**src/design/phlo_consts.svh**
```systemverilog
// Constants for the peripheral handshake line output block.
// Assumes inclusion by bare name from the package and the top module.
`ifndef PHLO_CONSTS_SVH
`define PHLO_CONSTS_SVH

// Register word indexes, byte address is four times the index
`define PHLO_IDX_A_DATA 3'h0
`define PHLO_IDX_A_CTRL 3'h1
`define PHLO_IDX_B_DATA 3'h2
`define PHLO_IDX_B_CTRL 3'h3
`define PHLO_IDX_STATUS 3'h4
`define PHLO_IDX_MASK 3'h5

// Control register reset value and writable bits
`define PHLO_CTRL_RESET 8'h00
`define PHLO_CTRL_WR_MASK 8'h3F

// Second control line mode codes (control bits 5,4,3)
`define PHLO_MODE_HANDSHAKE 3'h4
`define PHLO_MODE_PULSE 3'h5
`define PHLO_MODE_MANUAL_HI2 2'h3

// Reset values of the data side and the line level
`define PHLO_DATA_RESET 8'h00
`define PHLO_LINE_RESET 1'h1
`define PHLO_IRQ_RESET 2'h0

`endif

```
**src/design/phlo_pkg.sv**
```systemverilog
// Types shared by the handshake line output block.
// Assumes phlo_consts.svh is on the include path.
package phlo_pkg;
   `include "phlo_consts.svh"

   // Control register layout, bit 7 down to bit 0
   typedef struct packed {
      logic flag1;        // Strobe edge seen, read only
      logic flag2;        // Line input edge seen, input modes not built
      logic [2:0] line_mode; // Second control line mode bits 5,4,3
      logic ddr_sel;      // One selects the data register, zero direction
      logic edge_pos;     // One picks a rising strobe edge
      logic irq_en;       // Strobe interrupt pin enable
   } phlo_ctrl_t;

   // Decoded line mode, one-hot
   typedef enum logic [3:0] {
      PHLO_LM_INPUT = 4'h1,
      PHLO_LM_HSHAKE = 4'h2,
      PHLO_LM_PULSE = 4'h4,
      PHLO_LM_MANUAL = 4'h8
   } phlo_line_mode_t;

   // One bus request as the slave sees it
   typedef struct packed {
      logic read;
      logic write;
      logic [2:0] address;
      logic [31:0] writedata;
   } phlo_req_t;
endpackage

```
**src/design/phlo_top.sv**
```systemverilog
// Two-port adapter core: data, direction and control registers per port,
// strobe edge detection and second control line output modes.
// Assumes an Avalon-MM master on core_clk and asynchronous port pins.
`include "phlo_consts.svh"

module phlo_top
   import phlo_pkg::*;
(
   input wire logic core_clk,
   input wire logic resetn,
   input wire logic clk_en,
   input wire logic [2:0] avs_address,
   input wire logic avs_read,
   input wire logic avs_write,
   input wire logic [31:0] avs_writedata,
   output logic [31:0] avs_readdata,
   output logic avs_waitrequest,
   input wire logic [7:0] porta_pins_in,
   output logic [7:0] porta_pins_out,
   output logic [7:0] porta_pins_oe,
   input wire logic [7:0] portb_pins_in,
   output logic [7:0] portb_pins_out,
   output logic [7:0] portb_pins_oe,
   input wire logic porta_strobe_in,
   input wire logic portb_strobe_in,
   output logic porta_handshake_line,
   output logic porta_handshake_line_oe,
   output logic portb_handshake_line,
   output logic portb_handshake_line_oe,
   output logic porta_irq_n,
   output logic portb_irq_n,
   output logic irq
);

   // Bus request bundled for decoding
   phlo_req_t req;
   // High in the cycle after a request was first seen
   logic done_reg;
   // Read data captured in the wait cycle
   logic [31:0] readdata_reg;
   // Shared event status and mask
   logic [1:0] status_reg;
   logic [1:0] mask_reg;
   logic [1:0] status_next;

   // Per-port state, one element per port
   phlo_ctrl_t ctrl_reg [2];
   logic [7:0] out_reg [2];
   logic [7:0] ddr_reg [2];
   logic [7:0] pin_s1_reg [2];
   logic [7:0] pin_s2_reg [2];
   logic strobe_s1_reg [2];
   logic strobe_s2_reg [2];
   logic strobe_prev_reg [2];
   logic line_reg [2];

   // Per-port decode and events
   logic [7:0] pins_in [2];
   logic [31:0] data_view [2];
   logic [1:0] strobe_edge;
   logic [1:0] data_trig;
   logic [1:0] data_rd;
   logic [1:0] data_wr;
   phlo_line_mode_t line_mode [2];

   // Bus decode wires
   wire bus_req = avs_read | avs_write;
   wire accept = bus_req & done_reg & clk_en;
   wire hit_status = (req.address == `PHLO_IDX_STATUS);
   wire hit_mask = (req.address == `PHLO_IDX_MASK);
   wire wr_status = accept & req.write & hit_status;
   wire wr_mask = accept & req.write & hit_mask;

   assign req = '{read: avs_read, write: avs_write, address: avs_address,
                  writedata: avs_writedata};

   // One wait state on every access; frozen clock enable keeps the wait
   assign avs_waitrequest = bus_req & ~accept;
   assign avs_readdata = readdata_reg;

   // Map the pins into per-port arrays
   assign pins_in[0] = porta_pins_in;
   assign pins_in[1] = portb_pins_in;
   assign porta_pins_out = out_reg[0];
   assign porta_pins_oe = ddr_reg[0];
   assign portb_pins_out = out_reg[1];
   assign portb_pins_oe = ddr_reg[1];

   // Line levels and enables; the line is only driven in output modes
   assign porta_handshake_line = line_reg[0];
   assign portb_handshake_line = line_reg[1];
   assign porta_handshake_line_oe = ctrl_reg[0].line_mode[2];
   assign portb_handshake_line_oe = ctrl_reg[1].line_mode[2];

   // Per-port interrupt pins follow flag and enable
   assign porta_irq_n = ~(ctrl_reg[0].flag1 & ctrl_reg[0].irq_en);
   assign portb_irq_n = ~(ctrl_reg[1].flag1 & ctrl_reg[1].irq_en);

   // Shared interrupt is a level while any unmasked event is pending
   assign irq = |(status_reg & mask_reg);

   // Status: write one to clear, a new event in the same cycle wins
   assign status_next = (status_reg & ~(wr_status ? req.writedata[1:0] : 2'h0))
                        | strobe_edge;

   // Bus handshake, request seen then answered
   always_ff @(posedge core_clk) begin
      if (!resetn) begin
         done_reg <= 1'h0;
      end else if (clk_en) begin
         done_reg <= bus_req & ~done_reg;
      end
   end

   // Read data is taken in the wait cycle and held through the answer
   always_ff @(posedge core_clk) begin
      if (!resetn) begin
         readdata_reg <= 32'h0;
      end else if (clk_en && avs_read && !done_reg) begin
         case (req.address)
            `PHLO_IDX_A_DATA, `PHLO_IDX_A_CTRL: readdata_reg <= data_view[0];
            `PHLO_IDX_B_DATA, `PHLO_IDX_B_CTRL: readdata_reg <= data_view[1];
            `PHLO_IDX_STATUS: readdata_reg <= {30'h0, status_reg};
            `PHLO_IDX_MASK: readdata_reg <= {30'h0, mask_reg};
            default: readdata_reg <= 32'h0; // Unmapped reads as zero
         endcase
      end
   end

   // Shared status and mask registers
   always_ff @(posedge core_clk) begin
      if (!resetn) begin
         status_reg <= `PHLO_IRQ_RESET;
         mask_reg <= `PHLO_IRQ_RESET;
      end else if (clk_en) begin
         status_reg <= status_next;
         if (wr_mask) begin
            mask_reg <= req.writedata[1:0];
         end
      end
   end

   // Port logic, port 0 is A (read side), port 1 is B (write side)
   for (genvar g = 0; g < 2; g++) begin : g_port
      localparam logic [2:0] DATA_IDX = (g == 0) ? `PHLO_IDX_A_DATA : `PHLO_IDX_B_DATA;
      localparam logic [2:0] CTRL_IDX = (g == 0) ? `PHLO_IDX_A_CTRL : `PHLO_IDX_B_CTRL;
      logic line_next;
      phlo_ctrl_t ctrl_next;
      wire hit_data = (req.address == DATA_IDX);
      wire hit_ctrl = (req.address == CTRL_IDX);
      wire wr_ctrl = accept & req.write & hit_ctrl;
      wire wr_ddr = accept & req.write & hit_data & ~ctrl_reg[g].ddr_sel;
      // A port A view shows the pins; port B shows its own driven bits and the pins elsewhere
      wire [7:0] pin_view = (g == 0) ? pin_s2_reg[g] :
                            ((out_reg[g] & ddr_reg[g]) | (pin_s2_reg[g] & ~ddr_reg[g]));
      wire [7:0] data_byte = ctrl_reg[g].ddr_sel ? pin_view : ddr_reg[g];

      assign data_view[g] = hit_ctrl ? {24'h0, ctrl_reg[g]} : {24'h0, data_byte};

      // Data access strobes, only with the data register selected
      assign data_rd[g] = accept & req.read & hit_data & ctrl_reg[g].ddr_sel;
      assign data_wr[g] = accept & req.write & hit_data & ctrl_reg[g].ddr_sel;
      // Port A reacts to reads, port B to writes
      assign data_trig[g] = (g == 0) ? data_rd[g] : data_wr[g];

      // Edge of the synchronised strobe, polarity from bit 1
      assign strobe_edge[g] = ctrl_reg[g].edge_pos ?
                              (strobe_s2_reg[g] & ~strobe_prev_reg[g]) :
                              (~strobe_s2_reg[g] & strobe_prev_reg[g]);

      // Decode the mode bits into the one-hot mode
      assign line_mode[g] =
         !ctrl_reg[g].line_mode[2] ? PHLO_LM_INPUT :
         (ctrl_reg[g].line_mode[2:1] == `PHLO_MODE_MANUAL_HI2) ? PHLO_LM_MANUAL :
         (ctrl_reg[g].line_mode == `PHLO_MODE_PULSE) ? PHLO_LM_PULSE :
         PHLO_LM_HSHAKE;

      // Control next value: flag set wins over the clear by a data read
      always_comb begin
         ctrl_next = ctrl_reg[g];
         if (wr_ctrl) begin
            ctrl_next = phlo_ctrl_t'((ctrl_reg[g] & ~`PHLO_CTRL_WR_MASK)
                                     | (req.writedata[7:0] & `PHLO_CTRL_WR_MASK));
         end
         if (data_rd[g]) begin
            ctrl_next.flag1 = 1'h0;
         end
         if (strobe_edge[g]) begin
            ctrl_next.flag1 = 1'h1;
         end
         ctrl_next.flag2 = 1'h0; // Input modes of the line are not built
      end

      // Line next value per mode
      always_comb begin
         line_next = line_reg[g];
         case (line_mode[g])
            PHLO_LM_HSHAKE: begin
               // Port A: a new strobe edge beats a read of older data
               if (strobe_edge[g]) begin
                  line_next = 1'h1;
               end else if (data_trig[g]) begin
                  line_next = 1'h0;
               end
               // Port B: fresh data written beats the old acknowledge
               if (g == 1 && data_trig[g]) begin
                  line_next = 1'h0;
               end
            end
            PHLO_LM_PULSE: line_next = ~data_trig[g];
            PHLO_LM_MANUAL: line_next = ctrl_reg[g].line_mode[0];
            PHLO_LM_INPUT: line_next = `PHLO_LINE_RESET; // Idle high when undriven
            default: line_next = `PHLO_LINE_RESET;
         endcase
      end

      // Synchronisers for pins and strobe; stage two is read, and the strobe's delayed copy of stage two
      always_ff @(posedge core_clk) begin
         if (!resetn) begin
            pin_s1_reg[g] <= 8'h00;
            pin_s2_reg[g] <= 8'h00;
            strobe_s1_reg[g] <= 1'h0;
            strobe_s2_reg[g] <= 1'h0;
            strobe_prev_reg[g] <= 1'h0;
         end else if (clk_en) begin
            pin_s1_reg[g] <= pins_in[g];
            pin_s2_reg[g] <= pin_s1_reg[g];
            strobe_s1_reg[g] <= (g == 0) ? porta_strobe_in : portb_strobe_in;
            strobe_s2_reg[g] <= strobe_s1_reg[g];
            strobe_prev_reg[g] <= strobe_s2_reg[g];
         end
      end

      // Register file of the port
      always_ff @(posedge core_clk) begin
         if (!resetn) begin
            ctrl_reg[g] <= phlo_ctrl_t'(`PHLO_CTRL_RESET);
            out_reg[g] <= `PHLO_DATA_RESET;
            ddr_reg[g] <= `PHLO_DATA_RESET;
         end else if (clk_en) begin
            ctrl_reg[g] <= ctrl_next;
            if (data_wr[g]) begin
               out_reg[g] <= req.writedata[7:0];
            end
            if (wr_ddr) begin
               ddr_reg[g] <= req.writedata[7:0];
            end
         end
      end

      // Line flip-flop, high out of reset
      always_ff @(posedge core_clk) begin
         if (!resetn) begin
            line_reg[g] <= `PHLO_LINE_RESET;
         end else if (clk_en) begin
            line_reg[g] <= line_next;
         end
      end
   end
endmodule

```
**config.mk**
```make
export PLATFORM = sky130hd
export DESIGN_NAME = phlo_top
export DESIGN_NICKNAME = d
export VERILOG_FILES = /design/src/design/phlo_pkg.sv /design/src/design/phlo_top.sv
export VERILOG_INCLUDE_DIRS = /design/src /design/src/design
export SDC_FILE = /design/constraint.sdc
export NUM_CORES = 1
export LEC_CHECK = 0
export ABC_AREA = 1
export BUFFER_PORTS_ARGS = -buffer_cell sky130_fd_sc_hd__buf_4
export CAP_MARGIN = 0
export CORE_ASPECT_RATIO = 0.75
export CORE_UTILIZATION = 35
export DETAILED_ROUTE_END_ITERATION = 16
export PLACE_DENSITY_LB_ADDON = 0.2
export REMOVE_ABC_BUFFERS = 1
export SYNTH_ARGS = -nofsm -noshare
export SYNTH_HDL_FRONTEND = slang
export SYNTH_SLANG_ARGS = --single-unit
```
**constraint.sdc**
```tcl
create_clock -name core_clk -period 1.9 [get_ports core_clk]
set_input_delay 0.19 -clock core_clk [delete_from_list [all_inputs] [get_ports core_clk]]
set_output_delay 0.19 -clock core_clk [all_outputs]
set_load 0.1 [all_outputs]
```
After elaboration in Yosys (flattened, before gate mapping)
Memory sizes are Yosys's and may differ from the RTL's.
Index checks and enable logic that the tools add are counted.
Word-level totals
  bits in registers: 37
  memory bits (writable): 86
  bits of input ports: 58
  output and inout bits: 72
  word-level logic and storage cells: 167
  memories kept: 9
Operators by class
  eq/ne operators: 15
  mux-type cells: 64
  bitwise operators: 67
  reduce and logical (&&, ||, !) cells: 8
Memory list
  ddr_reg: words 2, bits a word 8, read ports 2, clocked after memory_dff 0, write ports 2, line phlo_top.sv:49  | logic [7:0] ddr_reg [2];
  out_reg: words 2, bits a word 8, read ports 2, clocked after memory_dff 0, write ports 2, line phlo_top.sv:48  | logic [7:0] out_reg [2];
  pin_s1_reg: words 2, bits a word 8, read ports 2, clocked after memory_dff 0, write ports 2, line phlo_top.sv:50  | logic [7:0] pin_s1_reg [2];
  pin_s2_reg: words 2, bits a word 8, read ports 2, clocked after memory_dff 0, write ports 2, line phlo_top.sv:51  | logic [7:0] pin_s2_reg [2];
  ctrl_reg: words 2, bits a word 7, read ports 2, clocked after memory_dff 0, write ports 2, line phlo_top.sv:47  | phlo_ctrl_t ctrl_reg [2];
  line_reg: words 2, bits a word 1, read ports 2, clocked after memory_dff 0, write ports 2, line phlo_top.sv:55  | logic line_reg [2];
  +3 memories
Operators with widths (number)
  $mux 8: 14
  $mux 1: 38
  $pmux 8 s4: 1
  $and 1x1->1: 26
  $or 1x1->1: 19
  $and 8x8->8: 2
  $mux 4: 4
  $or 8x6->8: 2
  $mux 7: 2
  $eq 3x3->1 const B: 4
  $not 1->1: 12
  $eq 4x2->1 const B: 2
  $eq 4x3->1 const B: 2
  $eq 4x4->1 const B: 2
  $not 8->8: 1
  $or 8x8->8: 1
  $eq 3x2->1 const B: 2
  $mux 3: 2
  $pmux 1 s3: 2
  $reduce_or 2->1: 3
  $and 2x2->2: 2
  $eq 2x2->1 const B: 2
  $eq 3x1->1 const B: 1
  $logic_not 3->1: 1
  other kinds (6): 7

Longest topological paths before layout
Gate-level depths: netlist of the first run.
  depth after elaboration: 11
  gate-level depth with buffers: 11
  gate-level depth less buffers: 9

Worst setup path before layout of the first run
No wires, ideal clock.
  path kind: flip-flop to output port
  start point: register done_reg
  end point: output port avs_waitrequest
  data arrival time: 1828 ps
  data required time: 1710 ps
  setup slack: -118 ps
  stages on the path, launching flop included: 2
  buffers on the path: 0
  cells stage by stage: dfxtp_1 -> a21oi_1
On the way
  longest elaborated chain between the ends: 4
RTL lines
  start, declared: line phlo_top.sv:38  | logic done_reg;
  start signal, assigned: line phlo_top.sv:111  | done_reg <= bus_req & ~done_reg;
  $and 1x1->1 (2 in series): line phlo_top.sv:68  | wire accept = bus_req & done_reg & clk_en;
  $not 1->1: line phlo_top.sv:78  | assign avs_waitrequest = bus_req & ~accept;
  $and 1x1->1: line phlo_top.sv:78
  end, declared: line phlo_top.sv:17  | output logic avs_waitrequest,
No other way between the ends.

==> results of run 1 <==
critical path, stage by stage, from the launching register on:
cell,delay [ns]
dfxtp_1,0.42
nand2_1,0.12
nor2_4,0.17
inv_2,0.11
o21ai_0,0.35
buf_4,0.22
layout make-up:
type / count / area [um2] / area share [%]
well taps: 166 / 207.7 / 3.682
clock inverters: 7 / 98.84 / 1.752
inverters: 71 / 266.5 / 4.725
repair buffers: 99 / 743.2 / 13.18
clock buffers: 9 / 225.2 / 3.993
multi-input cells: 290 / 1286 / 22.80
flip-flops and latches: 99 / 2813 / 49.87
Yosys cell counts:
library cell	count	area share, %
clkbuf_1	6	0.50
a22o_1	1	0.19
inv_2	4	0.33
nor3_1	10	1.1
edfxtp_1	83	55
buf_4	26	4.3
inv_1	67	5.6
clkbuf_2	1	0.11
nand3_1	10	1.1
nand2_2	2	0.28
o22ai_1	3	0.41
o221ai_1	2	0.39
nand2_1	85	7.0
nand4_1	10	1.4
conb_1	1	0.083
nor3_4	1	0.36
a21oi_1	16	1.8
mux2i_1	1	0.22
nand3b_1	2	0.33
a31oi_1	2	0.28
o21ai_1	1	0.11
nor2_1	95	7.9
clkbuf_8	1	0.30
o21ai_0	18	2.0
buf_6	1	0.25
o31ai_1	4	0.66
nor2_4	3	0.75
buf_2	2	0.22
dfxtp_1	16	7.1
routing by layer:
layer	part of all wire, %	track usage [%]	wire, um
met4	1.6	5.944	180
met2	43	26.84	4937
met3	7.6	4.827	873
met5	0	0	0
met1	48	25.88	5513
power by group through the flow:
stage	sequential, mW	clock (mW)	combinational (mW)
after global routing	2.57	2.08	1.09
after floorplan	2.88	0	0.481
after detailed placement	2.60	0	1.03
after CTS	2.56	2.02	1.04
final	2.56	1.99	1.04
after global placement	2.60	0	1.03
worst paths after layout:
check	startpoint	to	slack, ns	depth (start not counted)
worst min register to register	avs_readdata[2]	avs_readdata[2]	0.47	2
worst max register to register	done_reg	ctrl_reg[1][4]	0.23	5
worst max-delay path	done_reg	ctrl_reg[1][4]	0.23	5
worst min-delay path	portb_strobe_in	strobe_s1_reg[1]	0.05	3
cells by family (layout without fill, tap and decap cells):
logic type	Yosys count	in the layout	synth area share [%]
multiplexers	1	1	0.2210
flip-flops	99	99	62.10
AND/OR/NAND/NOR	218	218	20.22
AO/OA/AOI/OAI	47	47	5.801
buffers and inverters	108	186	11.57
other	1	24	0.08279
metrics by stage:
| step | worst slack, ns | total power [mW] | hold slack, ns | TNS (ns) | utilization, % |
|---|---|---|---|---|---|
| 2_1_floorplan | -0.1177 | 3.360 | 0.3027 | -0.1177 | - |
| 3_3_place_gp | 0.2115 | 3.625 | 0.3958 | 0 | 42.73 |
| 3_5_place_dp | 0.1494 | 3.638 | 0.4038 | 0 | 42.73 |
| 4_1_cts | 0.1381 | 5.611 | 0.03631 | 0 | 45.33 |
| 5_1_grt | 0.05407 | 5.750 | 0.05290 | 0 | 45.35 |
| 6_report | 0.2313 | 5.579 | 0.04636 | 0 | 45.35 |
repair_timing:
action,4_1_cts,5_1_grt
setup endpoints to repair,0,8
hold buffers,0,0
gates resized for setup,0,1
==> flow_summary.toml, run 1 <==
[power_and_ir_drop]
leakagePower_nw = 2.520
combPwrFrac_pct = 18.6
powerDensity_nw_per_um2 = 989.1
irDropWorstVdd_v = 0.0004609
sw_frac_of_total_pct = 31.04
seq_power_share_pct = 45.8
clockPowerShare_pct = 35.6
switchingPower_mw = 1.731
p_int_mw = 3.847

[routing]
firstDrtPassIters = 5
drc = 0
ant_nets = 0
vias = 3479
viasPerCell = 4.695
wl_per_cell_um = 15.53
routed_wl_um = 11510
dr.first_iter.drc_count = 317

[timing]
fin_crit_sh_pct = 87.82
skew_ns = 0.009572
hold_violations = 0
slew_viol_final = 0
setup_viol = 0
rsz0062_at_grt = "no"
clock.fmax_mhz = 599.3
period_needed_ns = 1.669

[logic_synthesis]
ys_ff_latch = 99
syn_avg_cell_area_um2 = 9.556
syn-cell-area_um2 = 4529
syn_inst = 474
synth_cell_types = 29
seq_area_frac_synth_pct = 62.10
yosys_warnings = 0

[cells_and_area]
design_area_um2 = 5640
n_antenna_cell = 0
syn_to_final_growth_pct = 24.53
final_layout_size_suffix_gt1_share_pct = 22.09
mostFrequentLayoutCell = "buf_4"
fin_nets = 628
mostFrequentLayoutCells = "99 x buf_4, 95 x nor2_1, 83 x edfxtp_1"
final_cells = 741
fillCellCount = 1238

[clock_tree]
cts_tree = "yes"
post_cts_buffers = 0
worstSkewPairLatency_ns = 0.35
clock-sinks = 99
numCtsBuffers = 9
cts_max_path_buffers = 2
htree_levels = 3
clk_pin_slew_ns = 0.07
ctsRootBufferMaster = "clkbuf_16"

[placement]
io_buffers = 81
placedCellCount = 725
placed_area_um2 = 5314
gp_congestion = 0.9128
place_hpwl_um = 8485

[critical_path]
cp_max_fo = 7
cp-start-kind = "register"
end_kind = "register"
path_class = "register to register"
cp_data_arrival_time_ns = 1.74
required_ns = 1.97

[grt]
antenna_found_initial = 0
grt_pass1_wl_um = 17860
grt_pass1_vias = 3221
gr-total-overflow = 0
grt_max_degree = 25
grtUsageTotal_pct = 18.16

[floorplan]
design.core.area_um2 = 12440
start_util_pct = 36.42
die_w_um = 133.4
die_area_um2 = 13400
die_h_um = 100.5
io_pins = 130
fp-row-count = 35

[hold_path]
holdCritPathClass = "input port to register"

[flow_run]
maxCapViolations = 0

[run_status]
status = "complete, no violations"
No activity file was read; power rests on OpenSTA's default activity.
==> run 2: changes to the inputs <==
--- a/config.mk
+++ b/config.mk
@@ -7,12 +7,13 @@
 export NUM_CORES = 1
 export LEC_CHECK = 0
 export ABC_AREA = 1
-export BUFFER_PORTS_ARGS = -buffer_cell sky130_fd_sc_hd__buf_4
 export CAP_MARGIN = 0
 export CORE_ASPECT_RATIO = 0.75
 export CORE_UTILIZATION = 35
 export DETAILED_ROUTE_END_ITERATION = 16
-export PLACE_DENSITY_LB_ADDON = 0.2
+export DONT_BUFFER_PORTS = 1
+export GPL_ROUTABILITY_DRIVEN = 0
+export PLACE_DENSITY = 0.47
 export REMOVE_ABC_BUFFERS = 1
 export SYNTH_ARGS = -nofsm -noshare
 export SYNTH_HDL_FRONTEND = slang
==> run 2 against run 1 <==
Compared with the run above:
- clock-buffer cell count rose by 1
- worst setup slack gained 0.047 ns
- via count down 5.5%
==> flow_summary.toml, run 2 (same netlist as run 1, synthesis figures left out) <==
[run_status]
status = "complete, no violations"

[flow_run]
maxCapViolations = 0

[timing]
fin_crit_sh_pct = 85.35
holdWs_ns = 0.05816
rsz0062_at_grt = "no"
period_needed_ns = 1.622
hold_violations = 0
clock.fmax_mhz = 616.6
fin_setup_tns_ns = 0
setup_viol = 0
slew_viol_final = 0
worst_slack_ns = 0.2783
skew_ns = 0.004945

[routing]
routed_wl_um = 11080
viasPerCell = 4.659
ant_nets = 0
drc = 0
dr.first_iter.drc_count = 217
firstDrtPassIters = 5
wl_per_cell_um = 15.70
vias = 3289

[clock_tree]
clk_pin_slew_ns = 0.07
postCtsResizedCells = 0
cts_max_path_buffers = 2
htree_levels = 3
numCtsBuffers = 9
ctsRootBufferMaster = "clkbuf_16"
cts_tree = "yes"
cts_hold_buf = 2
clock-sinks = 99
worstSkewPairLatency_ns = 0.34
post_cts_buffers = 0

[cells_and_area]
fin_nets = 593
fin_util_pct = 43.08
n_antenna_cell = 0
final_layout_size_suffix_gt1_share_pct = 16.30
syn_to_final_growth_pct = 18.29
mostFrequentLayoutCell = "nor2_1"
mostFrequentLayoutCells = "95 x nor2_1, 83 x nand2_1, 83 x edfxtp_1"

[grt]
grtUsageTotal_pct = 17.66
antenna_found_initial = 0
grt_pass1_vias = 3169
grt_pass1_wl_um = 17430
grt_max_degree = 32
gr-total-overflow = 0

[placement]
io_buffers = 0
place_hpwl_um = 8225
pre_cts_ws_ns = 0.2737

[power_and_ir_drop]
sw_frac_of_total_pct = 31.01
switchingPower_mw = 1.647
irDropWorstVdd_v = 0.0004670
clockPowerShare_pct = 33.3
total_power_mw = 5.313
powerDensity_nw_per_um2 = 991.6
seq_power_share_pct = 47.8
leakagePower_nw = 2.337
p_int_mw = 3.666
combPwrFrac_pct = 18.9

[floorplan]
die_w_um = 133.4
io_pins = 130
start_util_pct = 36.42
die_area_um2 = 13400
fp-row-count = 35
die_h_um = 100.5
design.core.area_um2 = 12440

[critical_path]
required_ns = 1.91
cp-start-kind = "register"
cp_max_fo = 8
path_class = "register to register"
end_kind = "register"
cp_data_arrival_time_ns = 1.63

[hold_path]
holdCritPathClass = "input port to register"
run 2: cell type report:
| type | count | area, um2 |
|---|---|---|
| clock buffer | 10 | 229.0 |
| timing repair buffer | 64 | 498.0 |
| fill | 1239 | 7079 |
| multi-input combinational | 290 | 1287 |
| sequential | 99 | 2813 |
| tap | 166 | 207.7 |
| clock inverter | 6 | 56.30 |
| inverter | 71 | 266.5 |
run 2: metal layers:
layer	global-route usage, %	vias up	wire length (um)
met5	0	-	0
met4	6.119	0	149
met3	3.922	13	671
met2	26.08	126	4711
met1	25.53	1540	5550
li1	-	1610	-
run 2: final timing paths:
check                         from                to  slack, ns  depth (start not counted)
setup / recovery          done_reg     out_reg[1][5]       0.28                          6
hold / removal    porta_pins_in[0]  pin_s1_reg[0][0]       0.06                          2
setup reg to reg          done_reg     out_reg[1][5]       0.28                          6
hold reg to reg    avs_readdata[5]   avs_readdata[5]       0.47                          2
run 2: metrics by stage:
step | cells | area (um2)
2_1_floorplan | 460 | 4358
6_report | 706 | 5358
5_1_grt | 706 | 5358
3_3_place_gp | 688 | 5052
4_1_cts | 706 | 5358
3_5_place_dp | 688 | 5052
run 2: worst max-delay path, stage by stage, from the launching register on:
cell     delay [ns]
dfxtp_1        0.33
nand2_1        0.08
nor2_4         0.17
inv_2          0.11
nor3_4         0.21
inv_2          0.11
nand2_1        0.29
run 2: power by group through the flow:
stage	Sequential (mW)	Clock (mW)	Combinational [mW]
2_1_floorplan	2.88	0	0.481
4_1_cts	2.54	1.80	1.01
6_report	2.54	1.77	1.01
3_3_place_gp	2.59	0	0.995
3_5_place_dp	2.59	0	1.00
5_1_grt	2.55	1.87	1.06
==> run 3: changes to the inputs <==
--- a/config.mk
+++ b/config.mk
@@ -8,7 +8,7 @@
 export LEC_CHECK = 0
 export ABC_AREA = 1
 export CAP_MARGIN = 0
-export CORE_ASPECT_RATIO = 0.75
+export CORE_ASPECT_RATIO = 0.9
 export CORE_UTILIZATION = 35
 export DETAILED_ROUTE_END_ITERATION = 16
 export DONT_BUFFER_PORTS = 1
==> run 3 against run 2 <==
Compared with the run above:
- total power is 1.7% lower
- routed wire length up 0.35%
- combinational power fell by 3%
- sequential power is essentially flat
- critical path type unchanged
- critical endpoint is now out_reg[1][0]
==> flow_summary.toml, run 3 (same netlist as run 1, synthesis figures left out) <==
[timing]
setup_viol = 0
fin_crit_sh_pct = 91.76
rsz0062_at_grt = "no"
fin_setup_tns_ns = 0
clock.fmax_mhz = 573.6
holdWs_ns = 0.06100
skew_ns = 0.005693
period_needed_ns = 1.743
hold_violations = 0
slew_viol_final = 0

[critical_path]
path_class = "register to register"
cp_data_arrival_time_ns = 1.76
end_kind = "register"
cp-start-kind = "register"
required_ns = 1.91
cp_max_fo = 8

[clock_tree]
cts_tree = "yes"
clock-sinks = 99
post_cts_buffers = 0
cts_max_path_buffers = 2
clk_pin_slew_ns = 0.07
ctsRootBufferMaster = "clkbuf_16"
numCtsBuffers = 9
htree_levels = 3
worstSkewPairLatency_ns = 0.34

[grt]
grt_pass1_wl_um = 17330
grt_max_degree = 44
met2_usage_pct = 28.21
use_met3_pct = 5.809
grt_use_met1_pct = 23.87
grt_pass1_vias = 3135
gr-total-overflow = 0
top_usage_layer = "met2"
antenna_found_initial = 0
grtUsageTotal_pct = 17.83

[routing]
wl_per_cell_um = 15.84
viasPerCell = 4.651
vias = 3265
dr.first_iter.drc_count = 169
drc = 0
ant_nets = 0
firstDrtPassIters = 4
routed_wl_um = 11120

[floorplan]
design.core.area_um2 = 12640
die_h_um = 109.9
die_w_um = 121.9
io_pins = 130
fp-row-count = 39
die_area_um2 = 13400
start_util_pct = 35.84

[hold_path]
holdCritPathClass = "input port to register"

[cells_and_area]
syn_to_final_growth_pct = 17.73
fillCellCount = 1276
mostFrequentLayoutCell = "nor2_1"
final_layout_size_suffix_gt1_share_pct = 16.36
mostFrequentLayoutCells = "95 x nor2_1, 83 x nand2_1, 83 x edfxtp_1"
fin_nets = 591
n_antenna_cell = 0

[placement]
place_hpwl_um = 8163
io_buffers = 0

[power_and_ir_drop]
powerDensity_nw_per_um2 = 979.3
irDropWorstVdd_v = 0.0005187
leakagePower_nw = 2.324

[flow_run]
maxCapViolations = 0

[run_status]
status = "complete, no violations"
## run 3: path summary, 6_finish.rpt
check                   startpoint               end  slack (ns)  cells past startpoint
setup / recovery          done_reg     out_reg[1][0]        0.16                      6
setup reg to reg          done_reg     out_reg[1][0]        0.16                      6
hold / removal    portb_pins_in[6]  pin_s1_reg[1][6]        0.06                      2
hold reg to reg    avs_readdata[4]   avs_readdata[4]        0.47                      2
## run 3: repair_timing
action / in CTS / in global routing
resized for setup: 0 / 1
endpoints found under the setup margin: 0 / 4
hold buffers: 2 / 0
endpoints found under the hold margin: 5 / 0
## run 3: area by class of cell
class / instances / area, um2 / area share (%)
inverters: 71 / 266.5 / 4.998
flip-flops and latches: 99 / 2813 / 52.75
repair buffers: 62 / 483.0 / 9.057
clock inverters: 4 / 26.28 / 0.4927
multi-input cells: 290 / 1292 / 24.24
well taps: 164 / 205.2 / 3.848
clock buffers: 12 / 246.5 / 4.622
## run 3: critical path, stage by stage, from the launching register on
cell and delay [ns]:
dfxtp_1 0.44, nand2_1 0.13, nor2_4 0.15, inv_2 0.11
nor3_4 0.21, inv_2 0.10, nand2_1 0.27
## run 3: power breakdown
group	internal (mW)	switching (mW)	total, mW	leakage [nW]
Combinational	0.160	0.815	0.975	1.19
Sequential	2.48	0.0743	2.56	1.01
Clock	0.923	0.767	1.69	0.133
## run 3: metal layers
layer  up-vias  wire [um]
met1      1545       5279
met2       111       5087
met3         2        718
li1       1607          -
met4         0         36
met5         -          0
## run 3: through the flow
stage	instances	power (mW)	setup WS (ns)	cell area (um2)	util, %
2_1_floorplan	460	3.360	-0.1177	4358	-
3_3_place_gp	684	3.563	0.2094	5035	39.84
3_5_place_dp	684	3.571	0.1777	5035	39.84
4_1_cts	702	5.269	0.1520	5328	42.15
5_1_grt	702	5.426	0.02649	5333	42.19
6_report	702	5.222	0.1566	5333	42.19
